--- config.mk ---
export PLATFORM = sky130hd
export DESIGN_NAME = spwm_top
export DESIGN_NICKNAME = d
export VERILOG_FILES = /design/src/core/spwm_pkg.sv /design/src/core/spwm_tb_if.sv /design/src/core/spwm_timebase.sv /design/src/core/spwm_duty.sv /design/src/core/spwm_top.sv
export SDC_FILE = /design/constraint.sdc
export NUM_CORES = 1
export LEC_CHECK = 0
export ABC_AREA = 1
export BUFFER_PORTS_ARGS = -buffer_cell sky130_fd_sc_hd__buf_2
export CORE_ASPECT_RATIO = 1.5
export CORE_UTILIZATION = 60
export CTS_CLUSTER_SIZE = 25
export DETAILED_ROUTE_END_ITERATION = 10
export GPL_ROUTABILITY_DRIVEN = 0
export PLACE_DENSITY = 0.83
export SLEW_MARGIN = 20
export SYNTH_ARGS = -nofsm -noshare
export SYNTH_HDL_FRONTEND = slang
export SYNTH_SLANG_ARGS = --single-unit
--- constraint.sdc ---
create_clock -name pclk -period 3.6 [get_ports pclk]
set_input_delay 0.18 -clock pclk [delete_from_list [all_inputs] [get_ports pclk]]
set_output_delay 0.18 -clock pclk [all_outputs]
set_load 0.01 [all_outputs]
--- src/core/spwm_pkg.sv ---
// Purpose: shared constants for the standard single-output pwm block
// Assumes: apb slave, 32-bit data, one word per register
package spwm_pkg;
	localparam int unsigned APB_AW = 8;
	// register byte offsets
	localparam logic [7:0] OFF_TIMER_CONTROL = 8'h00;
	localparam logic [7:0] OFF_PERIOD_LIMIT = 8'h04;
	localparam logic [7:0] OFF_PERIOD_TIMER = 8'h08;
	localparam logic [7:0] OFF_DUTY_UPPER = 8'h0c;
	localparam logic [7:0] OFF_DUTY_SHADOW = 8'h10;
	localparam logic [7:0] OFF_CAPTURE_PWM_CONTROL = 8'h14;
	localparam logic [7:0] OFF_PERIPHERAL_FLAG = 8'h18;
	localparam logic [7:0] OFF_PIN_DIRECTION = 8'h1c;
	// field positions
	localparam int unsigned TC_PS_LSB = 0;
	localparam int unsigned TC_RUN_BIT = 2;
	localparam int unsigned TC_POST_LSB = 3;
	localparam int unsigned CPC_LOW_LSB = 4;
	localparam int unsigned FLAG_MATCH_BIT = 1;
	// reset values
	localparam logic [6:0] RST_TIMER_CONTROL = 7'h00;
	localparam logic [7:0] RST_PERIOD_LIMIT = 8'hff;
	localparam logic [7:0] RST_DUTY_UPPER = 8'h00;
	localparam logic [5:0] RST_CAPTURE_PWM_CONTROL = 6'h00;
	localparam logic RST_PIN_DIRECTION = 1'b1;
	// prescale selections and the last divider count of each
	localparam logic [1:0] PS_DIV1 = 2'h0;
	localparam logic [1:0] PS_DIV4 = 2'h1;
	localparam logic [3:0] PS_LAST1 = 4'h0;
	localparam logic [3:0] PS_LAST4 = 4'h3;
	localparam logic [3:0] PS_LAST16 = 4'hf;
	// capture/pwm mode field: 11xx selects pwm
	localparam logic [1:0] MODE_PWM_TOP = 2'h3;
endpackage

--- src/core/spwm_tb_if.sv ---
// Purpose: carries the time base from the timer to the duty logic
// Assumes: single clock domain
// Notes: tbase holds timer in 9:2 and low phase bits in 1:0
`timescale 1ns/10ps
`default_nettype none
interface spwm_tb_if;
	logic sleep;
	logic adv;
	logic restart;
	logic [9:0] tbase;
	modport src (input sleep, output adv, output restart, output tbase);
	modport snk (input sleep, input adv, input restart, input tbase);
endinterface
`default_nettype wire

--- src/core/spwm_timebase.sv ---
// Purpose: prescaler, low phase bits and 8-bit period timer
// Assumes: pclk is the oscillator clock
// Notes: postscaler is not part of this path
`timescale 1ns/10ps
`default_nettype none
module spwm_timebase
(
	input wire logic pclk,
	input wire logic presetn,
	input wire logic run,
	input wire logic [1:0] ps_sel,
	input wire logic [7:0] limit,
	spwm_tb_if.src tb
);
	import spwm_pkg::*;
	logic [3:0] div_r;
	logic [1:0] low_r;
	logic [7:0] timer_r;
	logic [3:0] last;
	logic go;
	logic adv;
	logic restart;

	// ratio 1, 4 or 16; 1:1 makes the low bits the clock phase
	always_comb
	begin
		unique case (ps_sel)
			PS_DIV1: last = PS_LAST1;
			PS_DIV4: last = PS_LAST4;
			default: last = PS_LAST16;
		endcase
	end
	assign go = run && !tb.sleep;
	// >= so a smaller ratio picked mid-count cannot stall the divider
	assign adv = go && (div_r >= last);
	assign restart = adv && (low_r == 2'h3) && (timer_r == limit);

	// prescaler divider
	always_ff @(posedge pclk or negedge presetn)
	begin
		if (!presetn)
			div_r <= 4'h0;
		else if (go)
			div_r <= adv ? 4'h0 : div_r + 4'h1;
	end

	// two low time-base bits
	always_ff @(posedge pclk or negedge presetn)
	begin
		if (!presetn)
			low_r <= 2'h0;
		else if (adv)
			low_r <= low_r + 2'h1;
	end

	// period timer, cleared on the increment after it meets the limit
	always_ff @(posedge pclk or negedge presetn)
	begin
		if (!presetn)
			timer_r <= 8'h00;
		else if (adv && low_r == 2'h3)
			timer_r <= restart ? 8'h00 : timer_r + 8'h01;
	end

	assign tb.adv = adv;
	assign tb.restart = restart;
	assign tb.tbase = {timer_r, low_r};
endmodule
`default_nettype wire

--- src/core/spwm_duty.sv ---
// Purpose: double-buffered duty value and output level
// Assumes: time base and restart come from the timer module
// Notes: the output level is held by one flop, so it cannot glitch
`timescale 1ns/10ps
`default_nettype none
module spwm_duty
(
	input wire logic pclk,
	input wire logic presetn,
	spwm_tb_if.snk tb,
	input wire logic pwm_mode,
	input wire logic [9:0] duty_next,
	input wire logic sw_wr,
	input wire logic [7:0] sw_data,
	output logic [9:0] shadow,
	output logic level
);
	import spwm_pkg::*;
	logic [9:0] shadow_r;
	logic level_r;

	// shadow byte plus 2-bit latch, loaded at period restart; software can also write the byte outside pwm mode and sleep
	always_ff @(posedge pclk or negedge presetn)
	begin
		if (!presetn)
			shadow_r <= 10'h000;
		else if (tb.restart)
			shadow_r <= duty_next;
		else if (sw_wr && !pwm_mode && !tb.sleep)
			shadow_r[9:2] <= sw_data;
	end

	// set at period start, cleared on the step that brings the time base to the duty,
	// so the high time is exactly duty steps and not one clock longer
	always_ff @(posedge pclk or negedge presetn)
	begin
		if (!presetn)
			level_r <= 1'b0;
		else if (tb.sleep)
			level_r <= level_r;
		else if (tb.restart)
			level_r <= (duty_next != 10'h000);
		else if (tb.adv && (tb.tbase + 10'h001) == shadow_r)
			level_r <= 1'b0;
	end

	assign shadow = shadow_r;
	assign level = level_r;
endmodule
`default_nettype wire

--- src/core/spwm_top.sv ---
// Purpose: standard pwm output with apb register access
// Assumes: pclk is the oscillator clock; inputs synchronous to pclk
// Notes: one wait state on every apb access; pin enable is active low
`timescale 1ns/10ps
`default_nettype none
module spwm_top
(
	input wire logic pclk,
	input wire logic presetn,
	input wire logic psel,
	input wire logic penable,
	input wire logic pwrite,
	input wire logic [spwm_pkg::APB_AW-1:0] paddr,
	input wire logic [31:0] pwdata,
	input wire logic sleep_i,
	input wire logic pwm_pin_i,
	output logic [31:0] prdata,
	output logic pready,
	output logic pslverr,
	output logic pwm_pin_o,
	output logic pwm_pin_oe_n
);
	import spwm_pkg::*;

	logic pready_r;
	logic pslverr_r;
	logic [31:0] prdata_r;
	logic [6:0] timer_control_r;
	logic [7:0] period_limit_r;
	logic [7:0] duty_upper_r;
	logic [5:0] capture_pwm_control_r;
	logic timer_match_flag_r;
	logic pin_direction_r;
	logic pin_o_r;
	logic pin_oe_n_r;
	logic pin_seen_r;
	logic access;
	logic commit;
	logic wr;
	logic mapped;
	logic pwm_mode;
	logic [31:0] rd_mux;
	logic [9:0] duty_next;
	logic [9:0] shadow;
	logic level;
	logic shadow_wr;

	spwm_tb_if tb_if ();
	assign tb_if.sleep = sleep_i;

	// timer and prescaler; postscale bits are stored but never routed here
	spwm_timebase u_timebase
	(
		.pclk(pclk),
		.presetn(presetn),
		.run(timer_control_r[TC_RUN_BIT]),
		.ps_sel(timer_control_r[TC_PS_LSB+:2]),
		.limit(period_limit_r),
		.tb(tb_if.src)
	);

	// duty is upper byte over control bits 5:4
	assign duty_next = {duty_upper_r, capture_pwm_control_r[CPC_LOW_LSB+:2]};
	assign pwm_mode = (capture_pwm_control_r[3:2] == MODE_PWM_TOP);
	assign shadow_wr = wr && (paddr == OFF_DUTY_SHADOW);

	spwm_duty u_duty
	(
		.pclk(pclk),
		.presetn(presetn),
		.tb(tb_if.snk),
		.pwm_mode(pwm_mode),
		.duty_next(duty_next),
		.sw_wr(shadow_wr),
		.sw_data(pwdata[7:0]),
		.shadow(shadow),
		.level(level)
	);

	// apb phases: the answer flop rises one clock into the access phase
	assign access = psel && penable;
	assign commit = access && pready_r;
	assign wr = commit && pwrite && mapped;

	// address decode; anything off the map answers with an error
	always_comb
	begin
		mapped = 1'b1;
		rd_mux = 32'h0000_0000;
		unique case (paddr)
			OFF_TIMER_CONTROL: rd_mux[6:0] = timer_control_r;
			OFF_PERIOD_LIMIT: rd_mux[7:0] = period_limit_r;
			OFF_PERIOD_TIMER: rd_mux[7:0] = tb_if.tbase[9:2];
			OFF_DUTY_UPPER: rd_mux[7:0] = duty_upper_r;
			OFF_DUTY_SHADOW: rd_mux[7:0] = shadow[9:2];
			OFF_CAPTURE_PWM_CONTROL: rd_mux[5:0] = capture_pwm_control_r;
			OFF_PERIPHERAL_FLAG: rd_mux[FLAG_MATCH_BIT] = timer_match_flag_r;
			OFF_PIN_DIRECTION: rd_mux[0] = pin_direction_r;
			default: mapped = 1'b0;
		endcase
	end

	// ready pulses for exactly one clock per access
	always_ff @(posedge pclk or negedge presetn)
	begin
		if (!presetn)
			pready_r <= 1'b0;
		else
			pready_r <= access && !pready_r;
	end

	// read data and error are captured with ready, so both come from flops
	always_ff @(posedge pclk or negedge presetn)
	begin
		if (!presetn)
		begin
			prdata_r <= 32'h0000_0000;
			pslverr_r <= 1'b0;
		end
		else if (access && !pready_r)
		begin
			prdata_r <= pwrite ? 32'h0000_0000 : rd_mux;
			pslverr_r <= !mapped;
		end
		else
		begin
			prdata_r <= 32'h0000_0000;
			pslverr_r <= 1'b0;
		end
	end

	// timer control: prescale, run and postscale fields
	always_ff @(posedge pclk or negedge presetn)
	begin
		if (!presetn)
			timer_control_r <= RST_TIMER_CONTROL;
		else if (wr && paddr == OFF_TIMER_CONTROL)
			timer_control_r <= pwdata[6:0];
	end

	// period limit; a new value is seen by the next compare against the timer
	always_ff @(posedge pclk or negedge presetn)
	begin
		if (!presetn)
			period_limit_r <= RST_PERIOD_LIMIT;
		else if (wr && paddr == OFF_PERIOD_LIMIT)
			period_limit_r <= pwdata[7:0];
	end

	// writable duty byte, free to change at any time
	always_ff @(posedge pclk or negedge presetn)
	begin
		if (!presetn)
			duty_upper_r <= RST_DUTY_UPPER;
		else if (wr && paddr == OFF_DUTY_UPPER)
			duty_upper_r <= pwdata[7:0];
	end

	// control register: mode in 3:0, duty low bits in 5:4
	always_ff @(posedge pclk or negedge presetn)
	begin
		if (!presetn)
			capture_pwm_control_r <= RST_CAPTURE_PWM_CONTROL;
		else if (wr && paddr == OFF_CAPTURE_PWM_CONTROL)
			capture_pwm_control_r <= pwdata[5:0];
	end

	// match flag: a restart in the clearing cycle still leaves it set
	always_ff @(posedge pclk or negedge presetn)
	begin
		if (!presetn)
			timer_match_flag_r <= 1'b0;
		else if (tb_if.restart)
			timer_match_flag_r <= 1'b1;
		else if (wr && paddr == OFF_PERIPHERAL_FLAG && pwdata[FLAG_MATCH_BIT])
			timer_match_flag_r <= 1'b0;
	end

	// direction bit: set means input, as after reset
	always_ff @(posedge pclk or negedge presetn)
	begin
		if (!presetn)
			pin_direction_r <= RST_PIN_DIRECTION;
		else if (wr && paddr == OFF_PIN_DIRECTION)
			pin_direction_r <= pwdata[0];
	end

	// pin is driven only in pwm mode with the direction bit clear
	always_ff @(posedge pclk or negedge presetn)
	begin
		if (!presetn)
		begin
			pin_o_r <= 1'b0;
			pin_oe_n_r <= 1'b1;
		end
		else
		begin
			pin_o_r <= pwm_mode ? level : 1'b0;
			pin_oe_n_r <= !(pwm_mode && !pin_direction_r);
		end
	end

	// pin level as seen at the pad, kept for a future readback
	always_ff @(posedge pclk or negedge presetn)
	begin
		if (!presetn)
			pin_seen_r <= 1'b0;
		else
			pin_seen_r <= pwm_pin_i;
	end

	assign prdata = prdata_r;
	assign pready = pready_r;
	assign pslverr = pslverr_r;
	assign pwm_pin_o = pin_o_r;
	assign pwm_pin_oe_n = pin_oe_n_r;
endmodule
`default_nettype wire

==> results of run 1 <==
## through the flow
stage / utilization / instances
2_1_floorplan: - / 577
3_3_place_gp: 0.637 / 657
3_5_place_dp: 0.637 / 657
4_1_cts: 0.668 / 674
5_1_grt: 0.668 / 674
6_report: 0.668 / 674
## sequential cells by signal, indices dropped and copies added, names as in the netlist
register,flops
pready,1
pin_direction_r,1
u_timebase.timer_r,8
capture_pwm_control_r,6
prdata,8
pslverr,1
timer_control_r,7
timer_match_flag_r,1
u_timebase.div_r,4
u_timebase.low_r,2
u_duty.level,1
pwm_pin_o,1
u_duty.shadow,10
pwm_pin_oe_n,1
period_limit_r,8
duty_upper_r,8
## logic make-up (layout without fill, tap and decap cells)
kind of cell | after synthesis | in the layout
simple gates | 263 | 263
other cells | 1 | 24
compound gates | 75 | 75
flops | 68 | 68
buf+inv | 122 | 141
xor+xnor | 17 | 17
fa+ha+maj | 8 | 8
## synthesized netlist by cell type, drive strengths merged (3+ instances only)
cell type,n,area [sq um]
nor3,17,90.1
nand3b,3,22.5
nand2,147,636
nor2,65,362
o22ai,18,113
inv,89,334
nand4,7,50.1
nand3,24,130
ha,8,100
o21a,3,22.5
dfstp,10,263
buf,33,254
o21ai,41,228
xnor2,11,96.3
a21oi,8,40.0
dfrtp,58,1450
xor2,6,52.6
## metal layers
layer  wire length [um]  part of all wire  global-route usage  vias to the layer above
li1                   -                 -                   -                     1777
met1               4040              0.39               0.359                     1777
met2               5250              0.51               0.508                      171
met3                683             0.066              0.0698                       30
met4                383             0.037               0.156                        0
met5                  0                 0                   0                        -
## power groups by stage
stage                     logic, mW  registers (mW)  clock network (mW)
after floorplan               0.249           0.853                   0
final                         0.316           0.860               0.647
after detailed placement      0.307           0.872                   0
after global placement        0.292           0.870                   0
after global routing          0.355           0.866               0.684
after CTS                     0.314           0.858               0.650
## timing repair
action                                  4_1_cts  5_1_grt
hold buffers                                  1        0
hold endpoints to repair                     24        0
endpoints found under the setup margin        0        0
## layout make-up
| class | instances | area, sq um |
|---|---|---|
| fillers | 558 | 2290 |
| multi-input cells | 387 | 2070 |
| flip-flops and latches | 68 | 1710 |
| inverters | 89 | 334 |
| repair buffers | 36 | 190 |
| clock buffers | 10 | 138 |
| well taps | 78 | 97.6 |
| clock inverters | 6 | 63.8 |
## critical path, cell delays in order, from the launching register on
cell,delay (ps)
dfrtp_1,350
inv_1,100
ha_1,310
nand2_1,60
inv_1,70
nand3_1,80
nand3_1,120
nand2_1,210
inv_1,280
nand4_2,360
nand2_2,280
nand2_1,70
nand2_1,70
inv_1,50
## how the worst min path moves through the flow
stage                                           end  depth (start not counted)
2_1_floorplan  capture_pwm_control_r[0]$_DFFE_PN0P_                          0
3_3_place_gp        u_timebase.div_r[0]$_DFFE_PN0P_                          1
3_5_place_dp        u_timebase.div_r[0]$_DFFE_PN0P_                          1
4_1_cts                 duty_upper_r[7]$_DFFE_PN0P_                          3
5_1_grt               period_limit_r[0]$_DFFE_PN1P_                          3
6_report                duty_upper_r[7]$_DFFE_PN0P_                          3
==> run metrics, run 1 <==
CP endpoint=u_duty.shadow[4]$_DFFE_PN0P_; Tmin final=2530 ps; reg2reg end=u_duty.shadow[4]$_DFFE_PN0P_; CTS sink cnt=68; row count=37; Slew Limit Fails=0; Initial Util=0.621; Nets=646; clock latency on the worst-skew pair=360 ps; reg2reg path depth=13; DR pass1 iterations=8; Total Wirelength=10.4 mm; final hold vios=0; worst vdd ir=0.000310 V; Critical Path AT=2790 ps; DRT iter0 DRCs=364; FMAX=0.395 GHz; Reg2Reg Launch Point=timer_control_r[1]$_DFFE_PN0P_; post-DR wirelength/cell=15.4 um; worst hold path type=input pin to flip-flop; Yosys Warn Count=0; total grt overflow=0; CTS root buf=clkbuf_8; CTS tree=yes; power density over the cells=395 nW/um^2; initial antenna violation count=0; commonest non-fill, non-tap cell in the layout=nand2_1; vias=3,755; CTS resizes=0; ys async rst share=1.00; I/O pin cnt=83; hold_ws=60.5 ps; core area=6900 sq um; Setup TNS=0 ps; Place WS=1120 ps; Reg power frac=0.472; HPWL after detailed placement=7.53 mm; GRT Util Overall=0.303; Worst-Margin Slew=732 ps; Slew HR=0.512; first-pass GRT wire length=17.1 mm; Gate power share=0.173; Post-synth EDFFs=0; largest family of logic cells by synthesized area=simple AND/OR/NAND/NOR gates; count of input and output buffers=33; RSZ-0062 raised after global routing=false; DR vias/cell=5.57; Compound-Gate Fraction of Synth Area=0.103; hold_sp=pwdata[7]; CTS Buf Count=9; DRC viols=4; Sw Share=0.309; Overall Power=1.82 mW; Leak Pwr=2.60 nW; largest net degree at the start of global routing=31; Final Instance Area=4610 sq um; Synth Area in Adders=0.0234; # diodes=0; Clk pwr share=0.355; prevailing post-synth register cell=dfrtp_1; H-tree depth=3; Gate Count Post-Synth=554; crit path from=timer_control_r[1]$_DFFE_PN0P_; worst setup path class=flip-flop to flip-flop; Final WS setup=1070 ps; P&R area growth vs syn=7.50%; setup bufs post-CTS=0; most frequent cells in the layout=nand2_1 (129), inv_1 (80), dfrtp_1 (58), nor2_1 (52), buf_2 (33); CP Capture Type=flip-flop; number of global-route vias before repair=3,627; share of layout cells above drive strength 1=0.186; Worst setup SP type=flip-flop; Die X=71.0 um; die area=7490 sq um; die height=106 um; reg2reg setup slack=1070 ps; mux cell area share after synthesis=0; Worst-path clk slew=70 ps; Synth Cell Area=4290 sq um; Setup violations, final=0; failing checks=DRC; clk buf depth=2; Post-Place Cell Area=4400 sq um; DRT antenna net count=0; Sw Pwr=563 uW; Post-Synth Simple-Gate Area=0.301; crit path max fanout=13; internal power=1.26 mW; Final Skew=5.83 ps; Mapped Avg Cell Area=7.74 sq um; Worst EP required=3860 ps; reported max-cap violation count=0; #FFs+latches synth=68; Yosys cell types=38; XOR/XNOR Fraction of Synth Area=0.0347; post-route clock period utilization=0.703; status=finished, violations left; sequential fraction of the synthesis area=0.400
Power figures use the tool's default switching activity.
==> run 2, diff against run 1 <==
--- a/config.mk
+++ b/config.mk
@@ -8,11 +8,11 @@
 export ABC_AREA = 1
 export BUFFER_PORTS_ARGS = -buffer_cell sky130_fd_sc_hd__buf_2
 export CORE_ASPECT_RATIO = 1.5
-export CORE_UTILIZATION = 60
+export CORE_UTILIZATION = 51
 export CTS_CLUSTER_SIZE = 25
 export DETAILED_ROUTE_END_ITERATION = 10
 export GPL_ROUTABILITY_DRIVEN = 0
-export PLACE_DENSITY = 0.83
+export PLACE_DENSITY = 0.74
 export SLEW_MARGIN = 20
 export SYNTH_ARGS = -nofsm -noshare
 export SYNTH_HDL_FRONTEND = slang
==> constraint.sdc (replaced) <==
create_clock -name pclk -period 2 [get_ports pclk]
set_input_delay 0.1 -clock pclk [delete_from_list [all_inputs] [get_ports pclk]]
set_output_delay 0.1 -clock pclk [all_outputs]
set_load 0.01 [all_outputs]
==> run metrics, run 2 (synthesized netlist as in run 1, its figures left out) <==
die height=114 um (+8.3%); clock latency on the worst-skew pair=340 ps (-20 ps); Setup TNS=0 ps (unchanged); CTS root buf=clkbuf_16; Final Skew=3.97 ps (-1.86 ps); Final Instance Area=4870 sq um (+5.7%); FMAX=0.531 GHz (+34%); I/O pin cnt=83 (unchanged); die area=8780 sq um (+17%); GRT Util Overall=0.263 (-0.0400); setup bufs post-CTS=0 (unchanged); total grt overflow=0 (unchanged); DRT iter0 DRCs=204 (-44%); largest net degree at the start of global routing=69 (+120%); hold_ws=16.2 ps (-44.4 ps); clk buf depth=2 (unchanged); most frequent cells in the layout=nand2_1 (127), inv_1 (79), dfrtp_1 (57), nor2_1 (50), buf_2 (33); row count=40 (+8.1%); Total Wirelength=10.7 mm (+3.1%); Worst EP required=2230 ps (-1630 ps); vias=3,712 (-1.1%); dpl cells=693 (+5.5%); Leak Pwr=2.69 nW (+3.5%); # diodes=0 (unchanged); share of layout cells above drive strength 1=0.208 (+0.0213); Setup violations, final=0 (unchanged); status=finished, final reports clean; post-DR wirelength/cell=15.0 um (-2.4%); count of input and output buffers=33 (unchanged); Worst setup SP type=flip-flop; power density over the cells=737 nW/um^2 (+86%); worst setup path class=flip-flop to flip-flop; DRT antenna net count=0 (unchanged); filler cell count=732 (+31%); post-route clock period utilization=0.942 (+0.239); H-tree depth=3 (unchanged); HPWL after detailed placement=7.76 mm (+3.0%); max reg flops=10 (unchanged); P&R area growth vs syn=13.6%; worst vdd ir=0.000687 V (+120%); CP Capture Type=flip-flop; DR pass1 iterations=4 (-4); Nets=657 (+1.7%); Tmin final=1880 ps (-648 ps); Slew Limit Fails=0 (unchanged); Worst-path clk slew=60 ps (about the same); Final WS setup=116 ps (-952 ps); Critical Path AT=2120 ps (-670 ps); first-pass GRT wire length=17.3 mm (+1.4%); DR vias/cell=5.21 (-6.4%); crit path max fanout=5 (-8); CTS tree=yes; core area=8060 sq um (+17%); CTS sink cnt=68 (unchanged); Initial Util=0.532 (-0.0895); final hold vios=0 (unchanged); DRC viols=0 (-4); number of global-route vias before repair=3,617 (-0.28%); worst hold path type=input pin to flip-flop; Layout Cells excl Fill=712 (+5.6%); Die X=76.9 um (+8.2%); CTS Buf Count=9 (unchanged); Post-Place Cell Area=4510 sq um (+2.6%); commonest non-fill, non-tap cell in the layout=nand2_1; Place WS=86.8 ps (-1040 ps); reported max-cap violation count=0 (unchanged); initial antenna violation count=0 (unchanged)
[run 2: per-layer routing]
layer	up-vias	part of all wire	track usage
li1	1799	-	-
met1	1753	0.38	0.282
met2	127	0.52	0.461
met3	33	0.054	0.0502
met4	0	0.042	0.186
met5	-	0	0
[run 2: final cells by class]
class,instances,area [sq um],share of cell area
well taps,105,131,0.0270
clock buffers,14,254,0.0522
flip-flops and latches,68,1720,0.352
clock inverters,2,10.0,0.00206
inverters,89,334,0.0686
repair buffers,46,284,0.0583
multi-input cells,388,2140,0.440
[run 2: path summary, 6_finish.rpt]
check / startpoint / end / slack (ps) / cells past startpoint
max in group asynchronous: presetn / period_limit_r[5]$_DFFE_PN1P_ / 1330 / 3
max: timer_control_r[1]$_DFFE_PN0P_ / u_duty.shadow[9]$_DFFE_PN0P_ / 120 / 12
max reg2reg: timer_control_r[1]$_DFFE_PN0P_ / u_duty.shadow[9]$_DFFE_PN0P_ / 120 / 12
min reg2reg: pready$_DFF_PN0_ / pslverr$_DFF_PN0_ / 490 / 1
min in group asynchronous: presetn / pslverr$_DFF_PN0_ / 310 / 3
min: pwdata[3] / period_limit_r[3]$_DFFE_PN1P_ / 20 / 3
[run 2: worst max-delay path, cell delays in order, from the launching register on]
cell     delay, ps
dfrtp_1        390
nor2_2         130
inv_1           50
ha_1           270
nand3_1         90
nand3_2        120
nand3_4        130
nor2_4         240
nor2_1          70
nor2_1         100
nand2_1         60
nand2_1         70
inv_1           40
[run 2: stage by stage]
| step | util | power, mW |
|---|---|---|
| final | 0.604 | 3.59 |
| after global routing | 0.604 | 3.75 |
| after CTS | 0.595 | 3.57 |
| after detailed placement | 0.560 | 2.13 |
| after global placement | 0.560 | 2.11 |
| after floorplan | - | 1.99 |
[run 2: what timing repair did]
| item | in CTS | in global routing |
|---|---|---|
| hold endpoints to repair | 59 | 0 |
| hold buffers | 2 | 0 |
| setup endpoints to repair | 0 | 14 |
| gates resized for setup | 0 | 16 |
[run 2: report_power, final]
| part | internal [mW] | leakage [nW] | switching [mW] |
|---|---|---|---|
| clock network | 0.870 | 0.131 | 0.575 |
| registers | 1.45 | 0.721 | 0.102 |
| logic | 0.233 | 1.84 | 0.358 |
==> run 3, diff against run 2 <==
--- a/config.mk
+++ b/config.mk
@@ -8,11 +8,13 @@
 export ABC_AREA = 1
 export BUFFER_PORTS_ARGS = -buffer_cell sky130_fd_sc_hd__buf_2
 export CORE_ASPECT_RATIO = 1.5
+export CORE_MARGIN = 10
 export CORE_UTILIZATION = 51
 export CTS_CLUSTER_SIZE = 25
 export DETAILED_ROUTE_END_ITERATION = 10
 export GPL_ROUTABILITY_DRIVEN = 0
 export PLACE_DENSITY = 0.74
+export RECOVER_POWER = 50
 export SLEW_MARGIN = 20
 export SYNTH_ARGS = -nofsm -noshare
 export SYNTH_HDL_FRONTEND = slang
==> run metrics, run 3 (synthesized netlist as in run 1, its figures left out) <==
status=finished, final reports clean; fin util=0.608 (+0.00368); final hold vios=0 (unchanged); CTS root buf=clkbuf_16; Setup TNS=0 ps (unchanged); share of layout cells above drive strength 1=0.214 (+0.00682); Initial Util=0.529 (-0.00328); HPWL after detailed placement=8.39 mm (+8.2%); max reg flops=10 (unchanged); Gate power share=0.161 (-0.004); DRC viols=0 (unchanged); GRT Util Overall=0.186 (-0.0762); Critical Path AT=2100 ps (-20 ps); CTS sink cnt=68 (unchanged); crit path max fanout=5 (unchanged); slowest CP cell=dfrtp_1; post-DR wirelength/cell=15.7 um (+4.9%); # diodes=0 (unchanged); CTS tree=yes; Reg2Reg Launch Point=timer_control_r[0]$_DFFE_PN0P_; CP Capture Type=flip-flop; first-pass GRT wire length=18.5 mm (+6.7%); Worst-path clk slew=60 ps (about the same); Worst-Margin Slew=921 ps; initial antenna violation count=0 (unchanged); internal power=2.71 mW (+6.3%); row count=40 (unchanged); Slew HR=0.386; reg2reg setup slack=140 ps (+20 ps); CTS Buf Count=9 (unchanged); number of global-route vias before repair=3,890 (+7.5%); FF/Latch Area=1710 sq um (about the same); core area=8110 sq um (+0.62%); commonest non-fill, non-tap cell in the layout=nand2_1; most frequent cells in the layout=nand2_1 (127), inv_1 (78), dfrtp_1 (58), nor2_1 (50), buf_2 (26); Slew Limit Fails=0 (unchanged); largest net degree at the start of global routing=38 (-45%); worst hold path type=input pin to flip-flop; kind of cell adding the most delay to the critical path=simple AND/OR/NAND/NOR gates; reported max-cap violation count=0 (unchanged); P&R area growth vs syn=15.0%; dpl cells=696 (+0.43%); Clk pwr share=0.429 (+0.026); total grt overflow=0 (unchanged); DR vias/cell=5.25 (+0.78%); Worst setup SP type=flip-flop; Crit path buffers/inverters=2 (unchanged); Multi-input gate area=2160 sq um (+0.88%); vias=3,762 (+1.3%); post-route clock period utilization=0.932 (-0.0102); DR pass1 iterations=5 (+1); WHS Path Cells=3 (unchanged); power density over the cells=768 nW/um^2 (+4.2%); count of input and output buffers=33 (unchanged); Leak Pwr=2.69 nW (about the same); die height=132 um (+16%); reg2reg path depth=12 (unchanged); reg2reg end=u_duty.shadow[5]$_DFFE_PN0P_; DRT iter0 DRCs=285 (+40%); Overall Power=3.78 mW (+5.5%); Die X=94.9 um (+23%); filler cell count=737 (+0.68%); DRT antenna net count=0 (unchanged); worst setup path class=flip-flop to flip-flop; Layout Cells excl Fill=716 (+0.56%); I/O pin cnt=83 (unchanged); Sw Pwr=1.07 mW (+3.4%); Total Wirelength=11.3 mm (+5.5%); Sw Share=0.283 (-0.00568); Final WS setup=136 ps (+20.5 ps); worst vdd ir=0.000542 V (-21%); Final Skew=4.71 ps (+0.739 ps); Reg power frac=0.411 (-0.022); Worst Hold End=period_limit_r[3]$_DFFE_PN1P_; clock latency on the worst-skew pair=340 ps (about the same); die area=12,500 sq um (+43%); Place WS=75.1 ps (-11.8 ps); clk buf depth=2 (unchanged); Nets=661 (+0.61%); H-tree depth=3 (unchanged); FMAX=0.537 GHz (+1.1%); Tmin final=1860 ps (-20.5 ps); slowest stage delay, CP=390 ps (about the same); Setup violations, final=0 (unchanged); Worst EP required=2240 ps (about the same); crit-path cells=nor2_2, inv_1, ha_2, nand3_2, nand3_2, nand3_4, nor2_4, nor2_1, nor2_1, nand2_1, nand2_1, inv_1; hold_sp=pwdata[3]
[run 3: layer usage]
metal | vias up | track usage | share of wire
met2 | 158 | 0.307 | 0.50
li1 | 1813 | - | -
met1 | 1734 | 0.210 | 0.38
met4 | 0 | 0.130 | 0.062
met5 | - | 0 | 0
met3 | 57 | 0.0296 | 0.058
[run 3: tightest hold or removal path, delay by kind of cell]
family / cells / cell delay, ps
compound gates: 1 / 60
buf+inv: 1 / 130
simple gates: 1 / 60
[run 3: worst max-delay path by stage]
| stage | from | to | cells after the start | slack [ps] |
|---|---|---|---|---|
| after global placement | timer_control_r[1]$_DFFE_PN0P_ | u_duty.shadow[2]$_DFFE_PN0P_ | 12 | 140 |
| after global routing | timer_control_r[0]$_DFFE_PN0P_ | u_timebase.timer_r[4]$_DFFE_PN0P_ | 14 | -40 |
| after CTS | timer_control_r[1]$_DFFE_PN0P_ | u_duty.shadow[5]$_DFFE_PN0P_ | 15 | 60 |
| final | timer_control_r[0]$_DFFE_PN0P_ | u_duty.shadow[5]$_DFFE_PN0P_ | 12 | 140 |
| after detailed placement | timer_control_r[1]$_DFFE_PN0P_ | u_duty.shadow[2]$_DFFE_PN0P_ | 15 | 80 |
| after floorplan | timer_control_r[1]$_DFFE_PN0P_ | u_duty.shadow[3]$_DFFE_PN0P_ | 11 | 150 |
[run 3: what timing repair did]
| action | in CTS | in global routing |
|---|---|---|
| gates resized for setup | 0 | 21 |
| hold buffers | 2 | 0 |
| endpoints found under the hold margin | 14 | 0 |
| setup buffers | 0 | 1 |
| setup endpoints to repair | 0 | 17 |
[run 3: final cells by class]
class | instances | area share
inverters | 89 | 0.0678
repair buffers | 50 | 0.0581
flip-flops and latches | 68 | 0.348
clock inverters | 4 | 0.00964
multi-input cells | 388 | 0.438
well taps | 105 | 0.0266
clock buffers | 12 | 0.0520
[run 3: power by group through the flow]
stage,clock network [mW],registers [mW],logic (mW)
final,1.62,1.55,0.608
after global routing,1.71,1.57,0.692
after CTS,1.64,1.55,0.576
after detailed placement,0,1.57,0.570
after global placement,0,1.57,0.547
after floorplan,0,1.54,0.449
[run 3: per-stage QoR]
| step | hold WS (ps) | cell area (sq um) |
|---|---|---|
| after detailed placement | 56.1 | 4530 |
| after global routing | 23.1 | 4930 |
| after CTS | 9.41 | 4860 |
| final | 13.3 | 4930 |
| after floorplan | -196 | 4370 |
| after global placement | 42.8 | 4530 |
